## src/tag_pkg.sv

```systemverilog
package tag_pkg;

   // ======================================================
   // memory organisation
   localparam int BLOCKS = 10;
   localparam int BLOCK_W = 33;
   localparam int ADDR_W = 4;
   localparam logic [3:0] CFG_BLOCK = 4'h0;
   localparam logic [3:0] PWD_BLOCK = 4'h7;
   localparam logic [3:0] PAGE1_BASE = 4'h7;
   localparam int LOCK_BIT = 32;

   // ======================================================
   // configuration word layout, bit 31 is the first bit on air
   localparam logic [31:0] CFG_RESET = 32'h00148000;
   localparam int KEY_LSB = 28;
   localparam int XRATE_LSB = 18;
   localparam int MOD_LSB = 12;
   localparam int LAST_READ_BLOCK_LSB = 5;
   localparam int PWD_BIT = 4;
   localparam int PORDLY_BIT = 0;
   localparam logic [3:0] KEY_NO_TEST = 4'h6;
   localparam logic [3:0] KEY_EXT = 4'h9;
   localparam logic [4:0] MOD_DIRECT = 5'h00;
   localparam logic [4:0] MOD_MANCHESTER = 5'h08;
   localparam logic [4:0] MOD_BIPHASE = 5'h10;

   // ======================================================
   // downlink opcodes and frame lengths after the opcode
   localparam logic [1:0] OP_RESET = 2'h0;
   localparam logic [1:0] OP_TEST = 2'h1;
   localparam logic [1:0] OP_PAGE0 = 2'h2;
   localparam logic [1:0] OP_PAGE1 = 2'h3;
   localparam int BODY_W = 68;
   localparam logic [6:0] LEN_WRITE = 7'h24;
   localparam logic [6:0] LEN_ACCESS = 7'h04;
   localparam logic [6:0] LEN_PWD = 7'h20;

   // ======================================================
   // timing, in field clocks; sys_clk is the recovered carrier
   localparam int CYC_PER_FC = 1;
   localparam int LOAD_FC = 192;
   localparam int POR_DELAY_FC = 8190;
   localparam int ZERO_MIN_FC = 16;
   localparam int ONE_MIN_FC = 40;
   localparam int FRAME_END_FC = 72;
   localparam int LOAD_CYC = LOAD_FC * CYC_PER_FC;
   localparam int POR_DELAY_CYC = POR_DELAY_FC * CYC_PER_FC;
   localparam int ZERO_MIN_CYC = ZERO_MIN_FC * CYC_PER_FC;
   localparam int ONE_MIN_CYC = ONE_MIN_FC * CYC_PER_FC;
   localparam int FRAME_END_CYC = FRAME_END_FC * CYC_PER_FC;

   typedef enum logic [2:0] {
      ST_HOLD = 3'h0,
      ST_LOAD = 3'h1,
      ST_DAMP = 3'h3,
      ST_READ = 3'h2,
      ST_RX = 3'h6,
      ST_CHKPW = 3'h7,
      ST_CHKLOCK = 3'h5,
      ST_WRITE = 3'h4
   } tag_state_t;

   // bit period in field clocks
   function automatic logic [7:0] rate_divisor(input logic ext, input logic [5:0] code);
      logic [7:0] d;
      d = 8'h08;
      if (ext) begin
         d = 8'({code, 1'b0}) + 8'h02;
      end else begin
         unique case (code[2:0])
            3'h0: d = 8'h08;
            3'h1: d = 8'h10;
            3'h2: d = 8'h20;
            3'h3: d = 8'h28;
            3'h4: d = 8'h32;
            3'h5: d = 8'h40;
            3'h6: d = 8'h64;
            3'h7: d = 8'h80;
         endcase
      end
      return d;
   endfunction : rate_divisor

endpackage : tag_pkg

```

## src/tag_memory.sv

```systemverilog
`timescale 1ns/1ns

module tag_memory #(
   parameter int BLOCKS = tag_pkg::BLOCKS,
   parameter int WIDTH = tag_pkg::BLOCK_W
) (
   input wire logic sys_clk,
   input wire logic sys_rst,
   input wire logic [tag_pkg::ADDR_W-1:0] rd_addr,
   output logic [WIDTH-1:0] rd_data,
   input wire logic wr_en,
   input wire logic [tag_pkg::ADDR_W-1:0] wr_addr,
   input wire logic [WIDTH-1:0] wr_data
);

   logic [WIDTH-1:0] mem_q [BLOCKS];

   // ======================================================
   // block-wise storage, factory image on reset
   always_ff @(posedge sys_clk) begin
      if (sys_rst) begin
         for (int i = 0; i < BLOCKS; i++) begin
            mem_q[i] <= '0;
         end
         mem_q[0] <= {1'b0, tag_pkg::CFG_RESET};
         rd_data <= '0;
      end else begin
         if (wr_en && (int'(wr_addr) < BLOCKS)) begin
            mem_q[wr_addr] <= wr_data;
         end
         rd_data <= (int'(rd_addr) < BLOCKS) ? mem_q[rd_addr] : '0;
      end
   end

endmodule : tag_memory

```

## src/tag_controller.sv

```systemverilog
// What this block does
// - extended setting divides field clock by any even ratio from 2 to 128
// - legacy setting offers only divisors 8,16,32,40,50,64,100,128
// - downlink bits come from gap spacing; malformed streams are rejected
// - uplink drives a damping load across both antenna terminals
// - the recovered field carrier is the only clock
// - logic held idle until power-on detector reports supply good
// - first two downlink bits are the opcode
// - with password mode, 32 bits after opcode compared with block 7
// - configuration loaded from block 0 at power-up and while reading
// - configuration refreshed every block read and after reset command
// - factory configuration: block 0 cyclic, Manchester, divide by 64
// - key value 6 makes test-mode writes ignored
// - key other than 6 or 9 disables extended functions
// - ten blocks of 33 bits, one block per access, block 0 config
// - modulated stream inverted while sensor reports high resistance
// - bit 32 of a block locks it, lock bit included
// - 192 clocks of loading, plus 8190 clocks damping with delay bit
// - a gap during initialisation restarts the whole sequence
// - cyclic read sends block 1 (block 0 when last block is 0) bit 1 to last block bit 32, repeats
`timescale 1ns/1ns

module tag_controller #(
   parameter int POR_DELAY_CYCLES = tag_pkg::POR_DELAY_CYC
) (
   input wire logic sys_clk,
   input wire logic sys_rst,
   input wire logic por_ok,
   input wire logic field_gap,
   input wire logic sensor_high_r,
   output logic antenna_damping,
   output logic [31:0] tag_configuration,
   output logic init_done,
   output logic write_done,
   output logic frame_error
);

   typedef struct packed {
      logic por_s1;
      logic por_s2;
      logic gap_s1;
      logic gap_s2;
      logic gap_d;
      logic sens_s1;
      logic sens_s2;
      tag_pkg::tag_state_t st;
      logic [13:0] cnt;
      logic [31:0] cfg;
      logic [1:0] op;
      logic [tag_pkg::BODY_W-1:0] body;
      logic [6:0] nbits;
      logic is_write;
      logic [3:0] tgt;
      logic [3:0] blk;
      logic [1:0] fetch;
      logic [4:0] bitn;
      logic [7:0] rc;
      logic [31:0] word;
      logic bp;
      logic damp;
      logic init_done;
      logic write_done;
      logic frame_error;
   } state_t;

   state_t s_q;
   state_t s_d;

   logic [3:0] mem_rd_addr;
   logic [32:0] mem_rd_data;
   logic mem_wr_en;
   logic [32:0] mem_wr_data;

   logic gap_edge;
   logic ext_mode;
   logic [3:0] key;
   logic [2:0] last_read_block;
   logic [3:0] first_blk;
   logic [7:0] div;
   logic half;
   logic bit_val;
   logic enc;
   logic [6:0] body_len;
   logic [31:0] rx_pw;
   logic len_ok;

   // ======================================================
   // block storage
   tag_memory #(
      .BLOCKS(tag_pkg::BLOCKS),
      .WIDTH(tag_pkg::BLOCK_W)
   ) u_mem (
      .sys_clk(sys_clk),
      .sys_rst(sys_rst),
      .rd_addr(mem_rd_addr),
      .rd_data(mem_rd_data),
      .wr_en(mem_wr_en),
      .wr_addr(s_q.tgt),
      .wr_data(mem_wr_data)
   );

   // ======================================================
   // next state
   always_comb begin
      s_d = s_q;
      s_d.write_done = 1'b0;
      s_d.frame_error = 1'b0;
      s_d.por_s1 = por_ok;
      s_d.por_s2 = s_q.por_s1;
      s_d.gap_s1 = field_gap;
      s_d.gap_s2 = s_q.gap_s1;
      s_d.gap_d = s_q.gap_s2;
      s_d.sens_s1 = sensor_high_r;
      s_d.sens_s2 = s_q.sens_s1;
      mem_rd_addr = tag_pkg::CFG_BLOCK;
      mem_wr_en = 1'b0;
      mem_wr_data = {s_q.body[35], s_q.body[34:3]};
      gap_edge = s_q.gap_s2 & ~s_q.gap_d;
      key = s_q.cfg[tag_pkg::KEY_LSB +: 4];
      ext_mode = (key == tag_pkg::KEY_NO_TEST) || (key == tag_pkg::KEY_EXT);
      last_read_block = s_q.cfg[tag_pkg::LAST_READ_BLOCK_LSB +: 3];
      first_blk = (last_read_block == 3'h0) ? 4'h0 : 4'h1;
      div = tag_pkg::rate_divisor(ext_mode, s_q.cfg[tag_pkg::XRATE_LSB +: 6]);
      half = s_q.rc >= {1'b0, div[7:1]};
      bit_val = s_q.word[5'h1F - s_q.bitn];
      body_len = s_q.nbits - 7'h02;
      rx_pw = (body_len == (tag_pkg::LEN_WRITE + tag_pkg::LEN_PWD)) ?
              s_q.body[67:36] : s_q.body[35:4];
      if (s_q.cfg[tag_pkg::PWD_BIT]) begin
         len_ok = (body_len == tag_pkg::LEN_WRITE + tag_pkg::LEN_PWD) ||
                  (body_len == tag_pkg::LEN_ACCESS + tag_pkg::LEN_PWD);
      end else begin
         len_ok = (body_len == tag_pkg::LEN_WRITE) || (body_len == tag_pkg::LEN_ACCESS);
      end
      unique case (s_q.cfg[tag_pkg::MOD_LSB +: 5])
         tag_pkg::MOD_MANCHESTER: enc = half ? bit_val : ~bit_val;
         tag_pkg::MOD_BIPHASE: enc = s_q.bp ^ (half & bit_val);
         default: enc = bit_val;
      endcase

      unique case (s_q.st)
         tag_pkg::ST_HOLD: begin
            s_d.damp = 1'b0;
            s_d.cnt = '0;
            s_d.st = tag_pkg::ST_LOAD;
         end
         tag_pkg::ST_LOAD: begin
            s_d.damp = 1'b0;
            s_d.cnt = s_q.cnt + 14'h0001;
            if (gap_edge) begin
               s_d.cnt = '0;
            end else if (s_q.cnt == 14'(tag_pkg::LOAD_CYC - 1)) begin
               s_d.cfg = mem_rd_data[31:0];
               s_d.cnt = '0;
               s_d.st = mem_rd_data[tag_pkg::PORDLY_BIT] ? tag_pkg::ST_DAMP : tag_pkg::ST_READ;
               s_d.init_done = ~mem_rd_data[tag_pkg::PORDLY_BIT];
               s_d.fetch = 2'h0;
               s_d.blk = (mem_rd_data[tag_pkg::LAST_READ_BLOCK_LSB +: 3] == 3'h0) ? 4'h0 : 4'h1;
            end
         end
         tag_pkg::ST_DAMP: begin
            s_d.damp = 1'b1;
            s_d.cnt = s_q.cnt + 14'h0001;
            if (gap_edge) begin
               s_d.cnt = '0;
               s_d.st = tag_pkg::ST_LOAD;
            end else if (s_q.cnt == 14'(POR_DELAY_CYCLES - 1)) begin
               s_d.st = tag_pkg::ST_READ;
               s_d.init_done = 1'b1;
            end
         end
         tag_pkg::ST_READ: begin
            unique case (s_q.fetch)
               2'h0: begin
                  s_d.damp = 1'b0;
                  s_d.fetch = 2'h1;
               end
               2'h1: begin
                  s_d.cfg = mem_rd_data[31:0];
                  mem_rd_addr = s_q.blk;
                  s_d.fetch = 2'h2;
               end
               2'h2: begin
                  mem_rd_addr = s_q.blk;
                  s_d.fetch = 2'h3;
               end
               2'h3: begin
                  if (s_q.bitn == 5'h00 && s_q.rc == 8'h00) begin
                     s_d.word = mem_rd_data[31:0];
                  end
                  mem_rd_addr = s_q.blk;
                  s_d.damp = enc ^ s_q.sens_s2;
                  s_d.rc = s_q.rc + 8'h01;
                  if (s_q.rc == div - 8'h01) begin
                     s_d.rc = '0;
                     s_d.bp = ~(s_q.bp ^ bit_val);
                     s_d.bitn = s_q.bitn + 5'h01;
                     if (s_q.bitn == 5'h1F) begin
                        s_d.fetch = 2'h0;
                        s_d.blk = ({1'b0, last_read_block} <= s_q.blk) ? first_blk : s_q.blk + 4'h1;
                     end
                  end
               end
            endcase
            if (s_q.bitn == 5'h00 && s_q.rc == 8'h00 && s_q.fetch == 2'h2) begin
               s_d.word = mem_rd_data[31:0];
            end
            if (gap_edge) begin
               s_d.st = tag_pkg::ST_RX;
               s_d.damp = 1'b0;
               s_d.cnt = '0;
               s_d.nbits = '0;
               s_d.body = '0;
            end
         end
         tag_pkg::ST_RX: begin
            s_d.damp = 1'b0;
            if (s_q.cnt != 14'h3FFF) begin
               s_d.cnt = s_q.cnt + 14'h0001;
            end
            if (gap_edge) begin
               s_d.cnt = '0;
               s_d.nbits = s_q.nbits + 7'h01;
               if (s_q.cnt < 14'(tag_pkg::ZERO_MIN_CYC) || s_q.nbits == 7'h46) begin
                  s_d.frame_error = 1'b1;
                  s_d.st = tag_pkg::ST_READ;
                  s_d.fetch = 2'h0;
               end else if (s_q.nbits < 7'h02) begin
                  s_d.op = {s_q.op[0], s_q.cnt >= 14'(tag_pkg::ONE_MIN_CYC)};
               end else begin
                  s_d.body = {s_q.body[66:0], s_q.cnt >= 14'(tag_pkg::ONE_MIN_CYC)};
               end
            end else if (s_q.cnt == 14'(tag_pkg::FRAME_END_CYC)) begin
               s_d.st = tag_pkg::ST_READ;
               s_d.fetch = 2'h0;
               s_d.bitn = '0;
               s_d.rc = '0;
               s_d.blk = first_blk;
               s_d.tgt = {1'b0, s_q.body[2:0]};
               s_d.is_write = (body_len == tag_pkg::LEN_WRITE) ||
                              (body_len == tag_pkg::LEN_WRITE + tag_pkg::LEN_PWD);
               if (s_q.op == tag_pkg::OP_RESET && s_q.nbits == 7'h02) begin
                  s_d.st = tag_pkg::ST_READ;
               end else if (s_q.op == tag_pkg::OP_TEST && key == tag_pkg::KEY_NO_TEST) begin
                  s_d.st = tag_pkg::ST_READ;
               end else if (s_q.nbits < 7'h02 || !len_ok || s_q.op == tag_pkg::OP_RESET) begin
                  s_d.frame_error = 1'b1;
               end else begin
                  s_d.st = tag_pkg::ST_CHKPW;
                  if (s_q.op == tag_pkg::OP_PAGE1) begin
                     s_d.tgt = tag_pkg::PAGE1_BASE + {1'b0, s_q.body[2:0]};
                  end
               end
            end
         end
         tag_pkg::ST_CHKPW: begin
            mem_rd_addr = tag_pkg::PWD_BLOCK;
            s_d.st = tag_pkg::ST_CHKLOCK;
         end
         tag_pkg::ST_CHKLOCK: begin
            mem_rd_addr = s_q.tgt;
            s_d.st = tag_pkg::ST_WRITE;
            if (s_q.cfg[tag_pkg::PWD_BIT] && rx_pw != mem_rd_data[31:0]) begin
               s_d.st = tag_pkg::ST_READ;
            end
         end
         tag_pkg::ST_WRITE: begin
            s_d.st = tag_pkg::ST_READ;
            if (!s_q.is_write) begin
               s_d.blk = s_q.tgt;
            end else if (!mem_rd_data[tag_pkg::LOCK_BIT] && s_q.op != tag_pkg::OP_PAGE1
                         && s_q.tgt < 4'(tag_pkg::BLOCKS)) begin
               mem_wr_en = 1'b1;
               s_d.write_done = 1'b1;
            end
         end
      endcase

      if (!s_q.por_s2) begin
         s_d.st = tag_pkg::ST_HOLD;
         s_d.damp = 1'b0;
         s_d.init_done = 1'b0;
      end
   end

   // ======================================================
   // state register, clocked by the recovered carrier
   always_ff @(posedge sys_clk) begin
      if (sys_rst) begin
         s_q <= '0;
         s_q.st <= tag_pkg::ST_HOLD;
         s_q.cfg <= tag_pkg::CFG_RESET;
      end else begin
         s_q <= s_d;
      end
   end

   assign antenna_damping = s_q.damp;
   assign tag_configuration = s_q.cfg;
   assign init_done = s_q.init_done;
   assign write_done = s_q.write_done;
   assign frame_error = s_q.frame_error;

endmodule : tag_controller

```

## config.mk

```make
export PLATFORM = sky130hd
export DESIGN_NAME = tag_controller
export DESIGN_NICKNAME = d
export VERILOG_FILES = /design/src/tag_pkg.sv /design/src/tag_memory.sv /design/src/tag_controller.sv
export SDC_FILE = /design/constraint.sdc
export NUM_CORES = 1
export LEC_CHECK = 0
export BUFFER_PORTS_ARGS = -buffer_cell sky130_fd_sc_hd__buf_2
export CORE_MARGIN = 10
export CORE_UTILIZATION = 30
export CTS_BUF_LIST = sky130_fd_sc_hd__clkbuf_4 sky130_fd_sc_hd__clkbuf_8 sky130_fd_sc_hd__clkbuf_16
export DETAILED_ROUTE_END_ITERATION = 8
export PLACE_DENSITY = 0.49
export SLEW_MARGIN = 20
export SYNTH_ARGS = -nofsm -noshare
export SYNTH_HDL_FRONTEND = slang
export SYNTH_SLANG_ARGS = --single-unit
```

## constraint.sdc

```tcl
create_clock -name sys_clk -period 7.5 [get_ports sys_clk]
set_input_delay 0.375 -clock sys_clk [delete_from_list [all_inputs] [get_ports sys_clk]]
set_output_delay 0.375 -clock sys_clk [all_outputs]
set_load 0.02 [all_outputs]
```

==> results of run 1 <==
[report_power, final]
group / leakage, uW / switching [uW] / internal (uW)
logic: 0.00342 / 87.2 / 21.5
clock network: 0.00111 / 1320 / 1940
registers: 0.00497 / 25.0 / 3330
[per-layer routing]
| metal | routed length [um] | up-vias |
|---|---|---|
| met5 | 0 | - |
| met4 | 2790 | 0 |
| met3 | 4600 | 159 |
| met2 | 36800 | 593 |
| met1 | 34900 | 9554 |
| li1 | - | 9094 |
[worst max-delay path by stage]
stage / from / end / slack, ns / cells after the start
after floorplan: tag_configuration[31] / antenna_damping / 3.62 / 20
after global placement: tag_configuration[31] / antenna_damping / 3.22 / 19
after detailed placement: tag_configuration[28] / s_q[50] / 3.12 / 13
after CTS: tag_configuration[28] / s_q[50] / 3.09 / 13
after global routing: s_q[185] / u_mem.rd_data[11] / 2.68 / 10
final: s_q[185] / u_mem.rd_data[20] / 3.09 / 10
[cells in the final DEF (no fill, tap or decap), drive strengths merged, types with 5 or more instances in the layout]
cell,n
a211o,10
a211oi,75
a21o,7
a21oi,156
a22oi,73
a311oi,66
a31oi,8
and2,73
and3,9
buf,77
clkbuf,98
clkinv,19
dfxtp,267
edfxtp,297
ha,32
inv,83
mux2,35
mux2i,16
mux4,10
nand2,374
nand2b,19
nand3,18
nand3b,5
nand4,23
nor2,484
nor2b,17
nor3,26
nor4,13
o211ai,6
o21ai,61
o22ai,12
or3,8
xnor2,47
xor2,30
[area by class of cell]
cell class                 count  area, um2  share of cell area
inverter                      80        300              0.0103
sequential                   564      14300               0.492
clock inverter                25        248             0.00854
tap                         1144       1430              0.0493
timing repair buffer          79        529              0.0182
multi-input combinational   1782      10300               0.354
clock buffer                  97       1960              0.0677
[logic make-up after synthesis]
family / Yosys count
XOR/XNOR: 77
adder cells (fa/ha/maj): 33
flip-flops: 564
multiplexers: 61
AND/OR/NAND/NOR: 1094
AO/OA/AOI/OAI: 517
buffers and inverters: 286
[through the flow]
step / total power, uW / instances / hold WS, ns
after floorplan: 3470 / 2632 / 0.414
final: 6710 / 3771 / 0.0257
after global placement: 3520 / 3648 / 0.435
after global routing: 6910 / 3771 / 0.0303
after detailed placement: 3530 / 3648 / 0.431
after CTS: 6780 / 3771 / 0.00494
[flip-flops by register name, indices dropped and copies added (netlist names), named ones only]
signal	cells
frame_error	1
tag_configuration	32
s_d	4
u_mem.rd_data	33
u_mem.mem_q	330
init_done	1
s_q	121
antenna_damping	1
mem_wr_data	33
write_done	1
[synth_stat cells (all sizes together), types with 4 or more instances]
cell     count  share of area
dfxtp      267           0.21
mux4        10         0.0088
a211oi      75          0.022
a22oi       73          0.021
a211o       10         0.0034
a2bb2oi      4         0.0014
nor2b       17         0.0041
nor2       484          0.071
xnor2       47          0.016
nand2b      19         0.0046
nand3b       5         0.0015
a21oi      156          0.031
buf         60          0.016
o22ai       12         0.0032
and4b        4         0.0016
a31oi        8         0.0022
nor4        13         0.0034
nor3        26         0.0051
mux2        35          0.015
edfxtp     297           0.35
o21ai       61          0.012
ha          32          0.016
xor2        30          0.010
nand4       23         0.0056
a21o         7         0.0020
and2        73          0.018
o32ai        4         0.0017
a311oi      66          0.023
o211ai       6         0.0019
inv         79          0.012
and3         9         0.0024
mux2i       16         0.0062
or3          8         0.0019
or2          4         0.0011
clkbuf     146          0.021
o21a         4         0.0012
nand3       18         0.0037
nand2      374          0.055
[critical path: stages (launching register included)]
cell,delay [ns]
dfxtp_1,0.76
nor2b_1,0.53
nand2_2,0.25
nor2_2,0.44
a21o_4,0.82
buf_4,0.58
and2_1,0.20
a211oi_1,0.04
a311oi_1,0.32
o21ai_0,0.14
a21oi_1,0.17
[timing repair]
item,4_1_cts,5_1_grt
setup buffers,0,0
endpoints found under the hold margin,1,0
hold buffers,1,0
==> reports/metrics.yaml, run 1 <==
outcome:
  status: "finished clean"
yosys:
  synthAdderAreaFrac: 0.0160
  synth_nets: 2669
  synth_xor_area_frac: 0.0263
  synth_compound_area_frac: 0.138
  syn_inst: 2632
  synthFlopType: "edfxtp_1"
  ys_seq_elements: 564
  synth_mux_area_frac: 0.0304
  synthSimpleGateAreaFrac: 0.185
  syn_area_um2: 25700
  synth.yosys.seq_area_share: 0.556
  synth_top_family_by_area: "simple AND/OR/NAND/NOR gates"
  yosys_warnings: 0
  synth.avg_cell_area_um2: 9.75
  ys_types: 91
  async_reset_ff_frac: 0
  synth_edf_count: 297
critical_path:
  cp.arrival_ns: 4.94
  r2r_cells: 10
  critPathMaxFanout: 85
  r2r_setup_slack_ns: 3.09
  cp.required_ns: 8.03
  r2r_end: "u_mem.rd_data[20]"
  critical_path_class: "flip-flop to flip-flop"
  reg2reg_from: "s_q[185]"
  start_kind: "flip-flop"
  end_kind: "flip-flop"
floorplanning:
  core_um2: 85000
  die_area_um2: 97700
  ios: 41
  die_x_um: 313
  start_util: 0.302
  die_y_um: 313
  row_count: 107
grt:
  grt_pass1_vias: 19000
  gr-total-overflow: 0
  grt_use_met1: 0.208
  grt_max_degree: 166
  grt_use_met3: 0.0266
  top_usage_layer: "met2"
  met2_usage: 0.256
  antenna_found_initial: 0
  grt_pass1_wl_um: 119000
  grt_use_total: 0.158
worst_hold_path:
  min_from: "por_ok"
  worstHoldPathType: "primary input to flip-flop"
  hold_path_end: "s_d[192]"
  hold_depth: 2
sta:
  max_slew.worst_pin.slew_ns: 1.09
  hold_violations: 0
  setup_tns_ns: 0
  fin_crit_sh: 0.588
  final_max_slew_viol_count: 0
  setup_viol: 0
  setup_slack_ns: 3.09
  slew_headroom: 0.272
  fin_worst_skew_ns: 0.0297
  min_period_ns: 4.41
  max_freq_ghz: 0.227
  rsz0062_at_grt: "no"
power:
  power_density_nw_per_um2: 231
  irDropWorstVdd_v: 0.000148
  p_leak_uw: 0.00951
clock_tree:
  clkTransAtPathRegs_ns: 0.05
  cts_tree: "done"
  cts_root_buffer: "clkbuf_16"
  cts.sinks: 564
  clkLatencyLatePin_ns: 0.61
  htreeDepth: 3
  clockBufferDepth: 3
  cts_made_buffers: 67
  cts_resized: 0
drt:
  drt.antenna.violating_nets: 0
  wl_per_cell_um: 21.0
  avgViaCountPerCell: 5.14
  vias: 19400
  drt_first_pass_iters: 6
  drt-total-wl_um: 79100
  drc: 0
  drt-initial-drc-count: 1633
placement:
  gp_congestion: 0.819
  postPlaceCellArea_um2: 26800
  pre_cts_ws_ns: 3.12
  port-buffer-count: 40
  dp_hpwl_um: 46000
cells_and_area:
  drive_above_1_share: 0.110
  final_util: 0.341
  areaGrowthSynthToFinish_pct: 13.0
  diodes: 0
  nFillCells: 8581
  fin_area_um2: 29000
  nets: 2611
flow_run:
  maxCapViolations: 0
Note: power is estimated with default switching activity, not from simulation.
==> run 2: changes to the inputs <==
==> constraint.sdc (replaced) <==
create_clock -name sys_clk -period 4.45 [get_ports sys_clk]
set_input_delay 0.2225 -clock sys_clk [delete_from_list [all_inputs] [get_ports sys_clk]]
set_output_delay 0.2225 -clock sys_clk [all_outputs]
set_load 0.02 [all_outputs]
==> run 2 against run 1 <==
Via count grew 0.80%. Register-to-register slack worse by 2.7 ns. Global-route usage shrank 0.089 points. Wire length shrank 0.51%. Count of clock-buffer cells in the layout decreased by 3. Final area rose by 1.4%. Hold slack gained 0.16 ns. First-iteration DRC count is 2.8% lower. Power grew 67%. Critical path depth up 9. Sequential power up 68%. Critical endpoint is now antenna_damping.
==> reports/metrics.yaml, run 2 (synthesis results as in run 1) <==
power:
  netSwitchingPower_uw: 2400
  p_seq_frac: 0.502
  p_sw_frac: 0.213
  irDropWorstVdd_v: 0.000216
  p_leak_uw: 0.00973
  combPwrFrac: 0.017
  clkPwrFrac: 0.481
  p_int_uw: 8840
  power_density_nw_per_um2: 382
worst_hold_path:
  worstHoldPathType: "primary input to flip-flop"
floorplanning:
  row_count: 107
  die_y_um: 313
  ios: 41
  die_area_um2: 97700
  core_um2: 85000
  die_x_um: 313
  start_util: 0.302
critical_path:
  cp.required_ns: 5.01
  critPathMaxFanout: 6
  critical_path_class: "flip-flop to flip-flop"
  crit_buf_inv: 0
  start_kind: "flip-flop"
  slowest_stage: "dfxtp_1"
  crit_chain: "and4bb_1 > nor3_2 > nor2_2 > ha_1 > nand2b_1 > a21o_1 > a21oi_1 > nor2b_1 > o21ai_0 > nand2b_1 > maj3_1 > a211o_1 > ha_1 > xnor2_1 > and4b_1 > nor3_2 > xnor2_1 > o32ai_1 > o211a_1"
  cp.arrival_ns: 4.63
  max_stage_delay_ns: 0.40
  critPathTopFamily: "simple AND/OR/NAND/NOR gates"
  end_kind: "flip-flop"
cells_and_area:
  areaGrowthSynthToFinish_pct: 14.6
  nFillCells: 8580
  layout_common_cells: "480 x nor2_1, 372 x nand2_1, 297 x edfxtp_1"
  ff_latch_area_um2: 14300
  largest_register: "u_mem.mem_q"
  final_common_cell: "nor2_1"
  nets: 2652
  diodes: 0
  largest_reg_flops: 330
  multi_input_area_um2: 10300
  drive_above_1_share: 0.126
  reg_top3: "u_mem.mem_q (330), s_q (121)"
clock_tree:
  cts_root_buffer: "clkbuf_16"
  cts.sinks: 564
  clkTransAtPathRegs_ns: 0.06
  clockBufferDepth: 3
  htreeDepth: 3
  clkLatencyLatePin_ns: 0.62
  cts_tree: "done"
  cts_made_buffers: 66
drt:
  wl_per_cell_um: 20.6
  drc: 0
  drt_first_pass_iters: 6
  drt-initial-drc-count: 1588
  avgViaCountPerCell: 5.13
  drt.antenna.violating_nets: 0
  vias: 19600
  drt-total-wl_um: 78700
grt:
  gr-total-overflow: 0
  antenna_found_initial: 0
  grt_pass1_wl_um: 119000
  grt_use_total: 0.157
  grt_pass1_vias: 19000
  grt_max_degree: 88
sta:
  fin_crit_sh: 0.915
  final_max_slew_viol_count: 0
  slew_headroom: 0.291
  rsz0062_at_grt: "no"
  min_period_ns: 4.07
  whs_ns: 0.189
  max_slew.worst_pin.slew_ns: 1.06
  fin_worst_skew_ns: 0.0209
  setup_tns_ns: 0
  setup_viol: 0
  hold_violations: 0
  max_freq_ghz: 0.245
placement:
  port-buffer-count: 40
  dp_hpwl_um: 50200
  gp_congestion: 0.833
flow_run:
  maxCapViolations: 0
outcome:
  status: "finished clean"
[run 2: power by group through the flow]
stage	clock [uW]	sequential, uW	combinational [uW]
2_1_floorplan	0	5740	106
3_3_place_gp	0	5750	186
3_5_place_dp	0	5760	188
4_1_cts	5540	5640	191
5_1_grt	5760	5650	202
6_report	5400	5640	187
[run 2: timing repair]
action / 4_1_cts / 5_1_grt
hold buffers: 3 / 0
setup endpoints to repair: 0 / 1
gates resized for setup: 0 / 8
hold endpoints to repair: 3 / 0
buffers inserted: 0 / 0
[run 2: path summary, 6_finish.rpt]
kind,start,endpoint,slack [ns],cells after the start
setup / recovery,tag_configuration[31],antenna_damping,0.38,19
hold / removal,sys_rst,mem_wr_data[14],0.19,2
hold reg to reg,s_d[190],s_d[189],0.44,1
setup reg to reg,tag_configuration[31],antenna_damping,0.38,19
[run 2: cell type report]
type,instances,share of cell area
clock inverter,27,0.00876
clock buffer,94,0.0650
timing repair buffer,121,0.0327
inverter,80,0.0102
tap,1144,0.0486
sequential,564,0.485
multi-input combinational,1782,0.350
[run 2: per-layer routing]
metal / track usage / wire (um)
met2: 0.259 / 37100
met4: 0.0461 / 1860
met5: 0 / 0
met1: 0.209 / 35800
met3: 0.0253 / 3920
[run 2: metrics by stage]
| step | cell area, um2 | cells | setup WS (ns) | power [uW] | util |
|---|---|---|---|---|---|
| 6_report | 29400 | 3812 | 0.376 | 11200 | 0.346 |
| 5_1_grt | 29400 | 3812 | 0.0504 | 11600 | 0.346 |
| 4_1_cts | 29400 | 3812 | 0.167 | 11400 | 0.346 |
| 3_5_place_dp | 27200 | 3688 | 0.200 | 5940 | 0.320 |
| 3_3_place_gp | 27200 | 3688 | 0.208 | 5940 | 0.320 |
| 2_1_floorplan | 25700 | 2632 | 0.567 | 5850 | - |
==> run 3: changes to the inputs <==
--- a/config.mk
+++ b/config.mk
@@ -10,7 +10,7 @@
 export CORE_UTILIZATION = 30
 export CTS_BUF_LIST = sky130_fd_sc_hd__clkbuf_4 sky130_fd_sc_hd__clkbuf_8 sky130_fd_sc_hd__clkbuf_16
 export DETAILED_ROUTE_END_ITERATION = 8
-export PLACE_DENSITY = 0.49
+export PLACE_DENSITY = 0.51
 export SLEW_MARGIN = 20
 export SYNTH_ARGS = -nofsm -noshare
 export SYNTH_HDL_FRONTEND = slang
==> constraint.sdc (replaced) <==
create_clock -name sys_clk -period 3.6 [get_ports sys_clk]
set_input_delay 0.18 -clock sys_clk [delete_from_list [all_inputs] [get_ports sys_clk]]
set_output_delay 0.18 -clock sys_clk [all_outputs]
set_load 0.02 [all_outputs]
==> run 3 against run 2 <==
The flow now finishes with violations (negative setup slack). Setup slack got worse by 0.53 ns. Sequential share of layout area decreased by 0.59 points. Highest routed layer unchanged. Sequential power increased by 24%. First-iteration DRC count increased by 4.3%. Maximum frequency increased by 8.6%. Clock skew increased by 0.016 ns. Clock power increased by 24%. Final area increased by 1.3%. Via count increased by 1.5%. Die area unchanged. Critical path depth unchanged. Wire length increased by 0.79%.
==> reports/metrics.yaml, run 3 (synthesis results as in run 1) <==
drt:
  drt_first_pass_iters: 6
  drt-total-wl_um: 79300
  wl_per_cell_um: 20.7
  vias: 19800
  drt.antenna.violating_nets: 0
  avgViaCountPerCell: 5.18
  drc: 0
  drt-initial-drc-count: 1656
worst_hold_path:
  hold_depth: 2
  worstHoldPathType: "primary input to flip-flop"
  min_from: "sys_rst"
  hold_path_end: "mem_wr_data[0]"
sta:
  whs_ns: 0.0662
  max_freq_ghz: 0.267
  final_max_slew_viol_count: 0
  setup_slack_ns: -0.152
  min_period_ns: 3.75
  fin_worst_skew_ns: 0.0365
  max_slew.worst_pin.slew_ns: 1.05
  fin_crit_sh: 1.04
  rsz0062_at_grt: "yes"
  hold_violations: 0
  slew_headroom: 0.298
  setup_viol: 1
critical_path:
  max_stage_delay_ns: 0.36
  reg2reg_from: "tag_configuration[29]"
  critPathMostFrequentCell: "xnor2_1"
  crit_chain: "and4bb_4 > nor3_4 > nor2_2 > ha_1 > nand2b_4 > a21o_1 > a21oi_2 > nor2b_1 > o21ai_1 > nand2b_1 > maj3_2 > a211o_1 > ha_2 > xnor2_1 > and4b_1 > nor3_2 > xnor2_1 > o32ai_1 > o211a_1"
  r2r_setup_slack_ns: -0.15
  r2r_end: "antenna_damping"
  cp.arrival_ns: 4.29
  critical_path_class: "flip-flop to flip-flop"
  start_kind: "flip-flop"
  r2r_cells: 19
  critPathMaxFanout: 5
  end_kind: "flip-flop"
  cp.required_ns: 4.14
  slowest_stage: "dfxtp_2"
grt:
  grt_use_total: 0.158
  antenna_found_initial: 1
  grt_max_degree: 102
  grt_pass1_vias: 19700
  gr-total-overflow: 0
  grt_pass1_wl_um: 121000
flow_run:
  maxCapViolations: 0
placement:
  pre_cts_ws_ns: -0.240
  postPlaceCellArea_um2: 27400
  dp_hpwl_um: 47200
  gp_congestion: 0.885
  port-buffer-count: 40
cells_and_area:
  fin_area_um2: 29800
  nets: 2673
  diodes: 0
  nFillCells: 8526
  largest_register: "u_mem.mem_q"
  areaGrowthSynthToFinish_pct: 16.1
  multi_input_area_um2: 10400
  ff_latch_area_um2: 14300
  drive_above_1_share: 0.141
  layout_common_cells: "475 x nor2_1, 372 x nand2_1, 297 x edfxtp_1"
  largest_reg_flops: 330
  final_common_cell: "nor2_1"
  reg_top3: "u_mem.mem_q (330), s_q (121)"
power:
  power_density_nw_per_um2: 468
  irDropWorstVdd_v: 0.000264
  p_leak_uw: 0.00989
floorplanning:
  row_count: 107
  die_x_um: 313
  start_util: 0.302
  die_area_um2: 97700
  die_y_um: 313
  ios: 41
  core_um2: 85000
clock_tree:
  clkTransAtPathRegs_ns: 0.06
  cts.sinks: 564
  clockBufferDepth: 3
  clkLatencyLatePin_ns: 0.61
  cts_tree: "done"
  htreeDepth: 3
  cts_made_buffers: 66
  cts_root_buffer: "clkbuf_16"
outcome:
  status: "finished with violations"
  violations: "negative setup slack"
run 3: cell count changes in the layout (fill, tap and decap cells not counted), moves of 3 or more:
cell / delta
buf_4: +14
clkinv_2: -6
nor2_1: -5
buf_12: +4
dfxtp_1: -4
buf_6: +3
clkbuf_16: +3
nor2_2: +3
run 3: worst max-delay path by stage:
stage	start	slack (ns)	depth (start not counted)	to
6_report	tag_configuration[29]	-0.15	19	antenna_damping
5_1_grt	tag_configuration[29]	-0.27	19	antenna_damping
4_1_cts	tag_configuration[30]	-0.14	18	antenna_damping
3_3_place_gp	tag_configuration[29]	-0.24	19	antenna_damping
2_1_floorplan	tag_configuration[29]	0.03	20	antenna_damping
3_5_place_dp	tag_configuration[29]	-0.24	19	antenna_damping
run 3: per-layer routing:
layer  global-route usage  share of wire
met5                    0              0
met4               0.0519          0.028
met3               0.0251          0.057
met2                0.263           0.48
met1                0.207           0.44
run 3: stage by stage:
stage / setup TNS (ns) / std cells / util / power (uW)
6_report: -0.152 / 3830 / 0.351 / 13900
5_1_grt: -0.301 / 3830 / 0.351 / 14400
4_1_cts: -0.144 / 3827 / 0.349 / 14100
3_5_place_dp: -0.240 / 3705 / 0.323 / 7360
3_3_place_gp: -0.239 / 3705 / 0.323 / 7350
2_1_floorplan: 0 / 2632 / - / 7230
run 3: power breakdown:
| part | internal, uW | total, uW | switching (uW) |
|---|---|---|---|
| clock | 4010 | 6720 | 2710 |
| sequential | 6920 | 6970 | 49.3 |
| combinational | 62.0 | 248 | 186 |
run 3: area by class of cell:
class,count,area share
Sequential cell,564,0.479
Multi-Input combinational cell,1782,0.349
Clock buffer,98,0.0669
Tap cell,1144,0.0480
Timing Repair Buffer,142,0.0396
Inverter,80,0.0101
Clock inverter,20,0.00693
run 3: critical path, delay by kind of cell, from the launching register on:
kind | cells | cell delay, ns
AOI/OAI and AO/OA | 6 | 1.19
and+or+nand+nor | 8 | 1.16
adders and majority gates | 3 | 0.78
DFF | 1 | 0.36
xor gates and xnor gates | 2 | 0.22
run 3: repair_timing:
item,in CTS,in global routing
pin swaps,15,22
hold buffers,3,0
endpoints found under the hold margin,3,0
setup endpoints to repair,1,17
buffers inserted,1,4
resized for setup,9,20
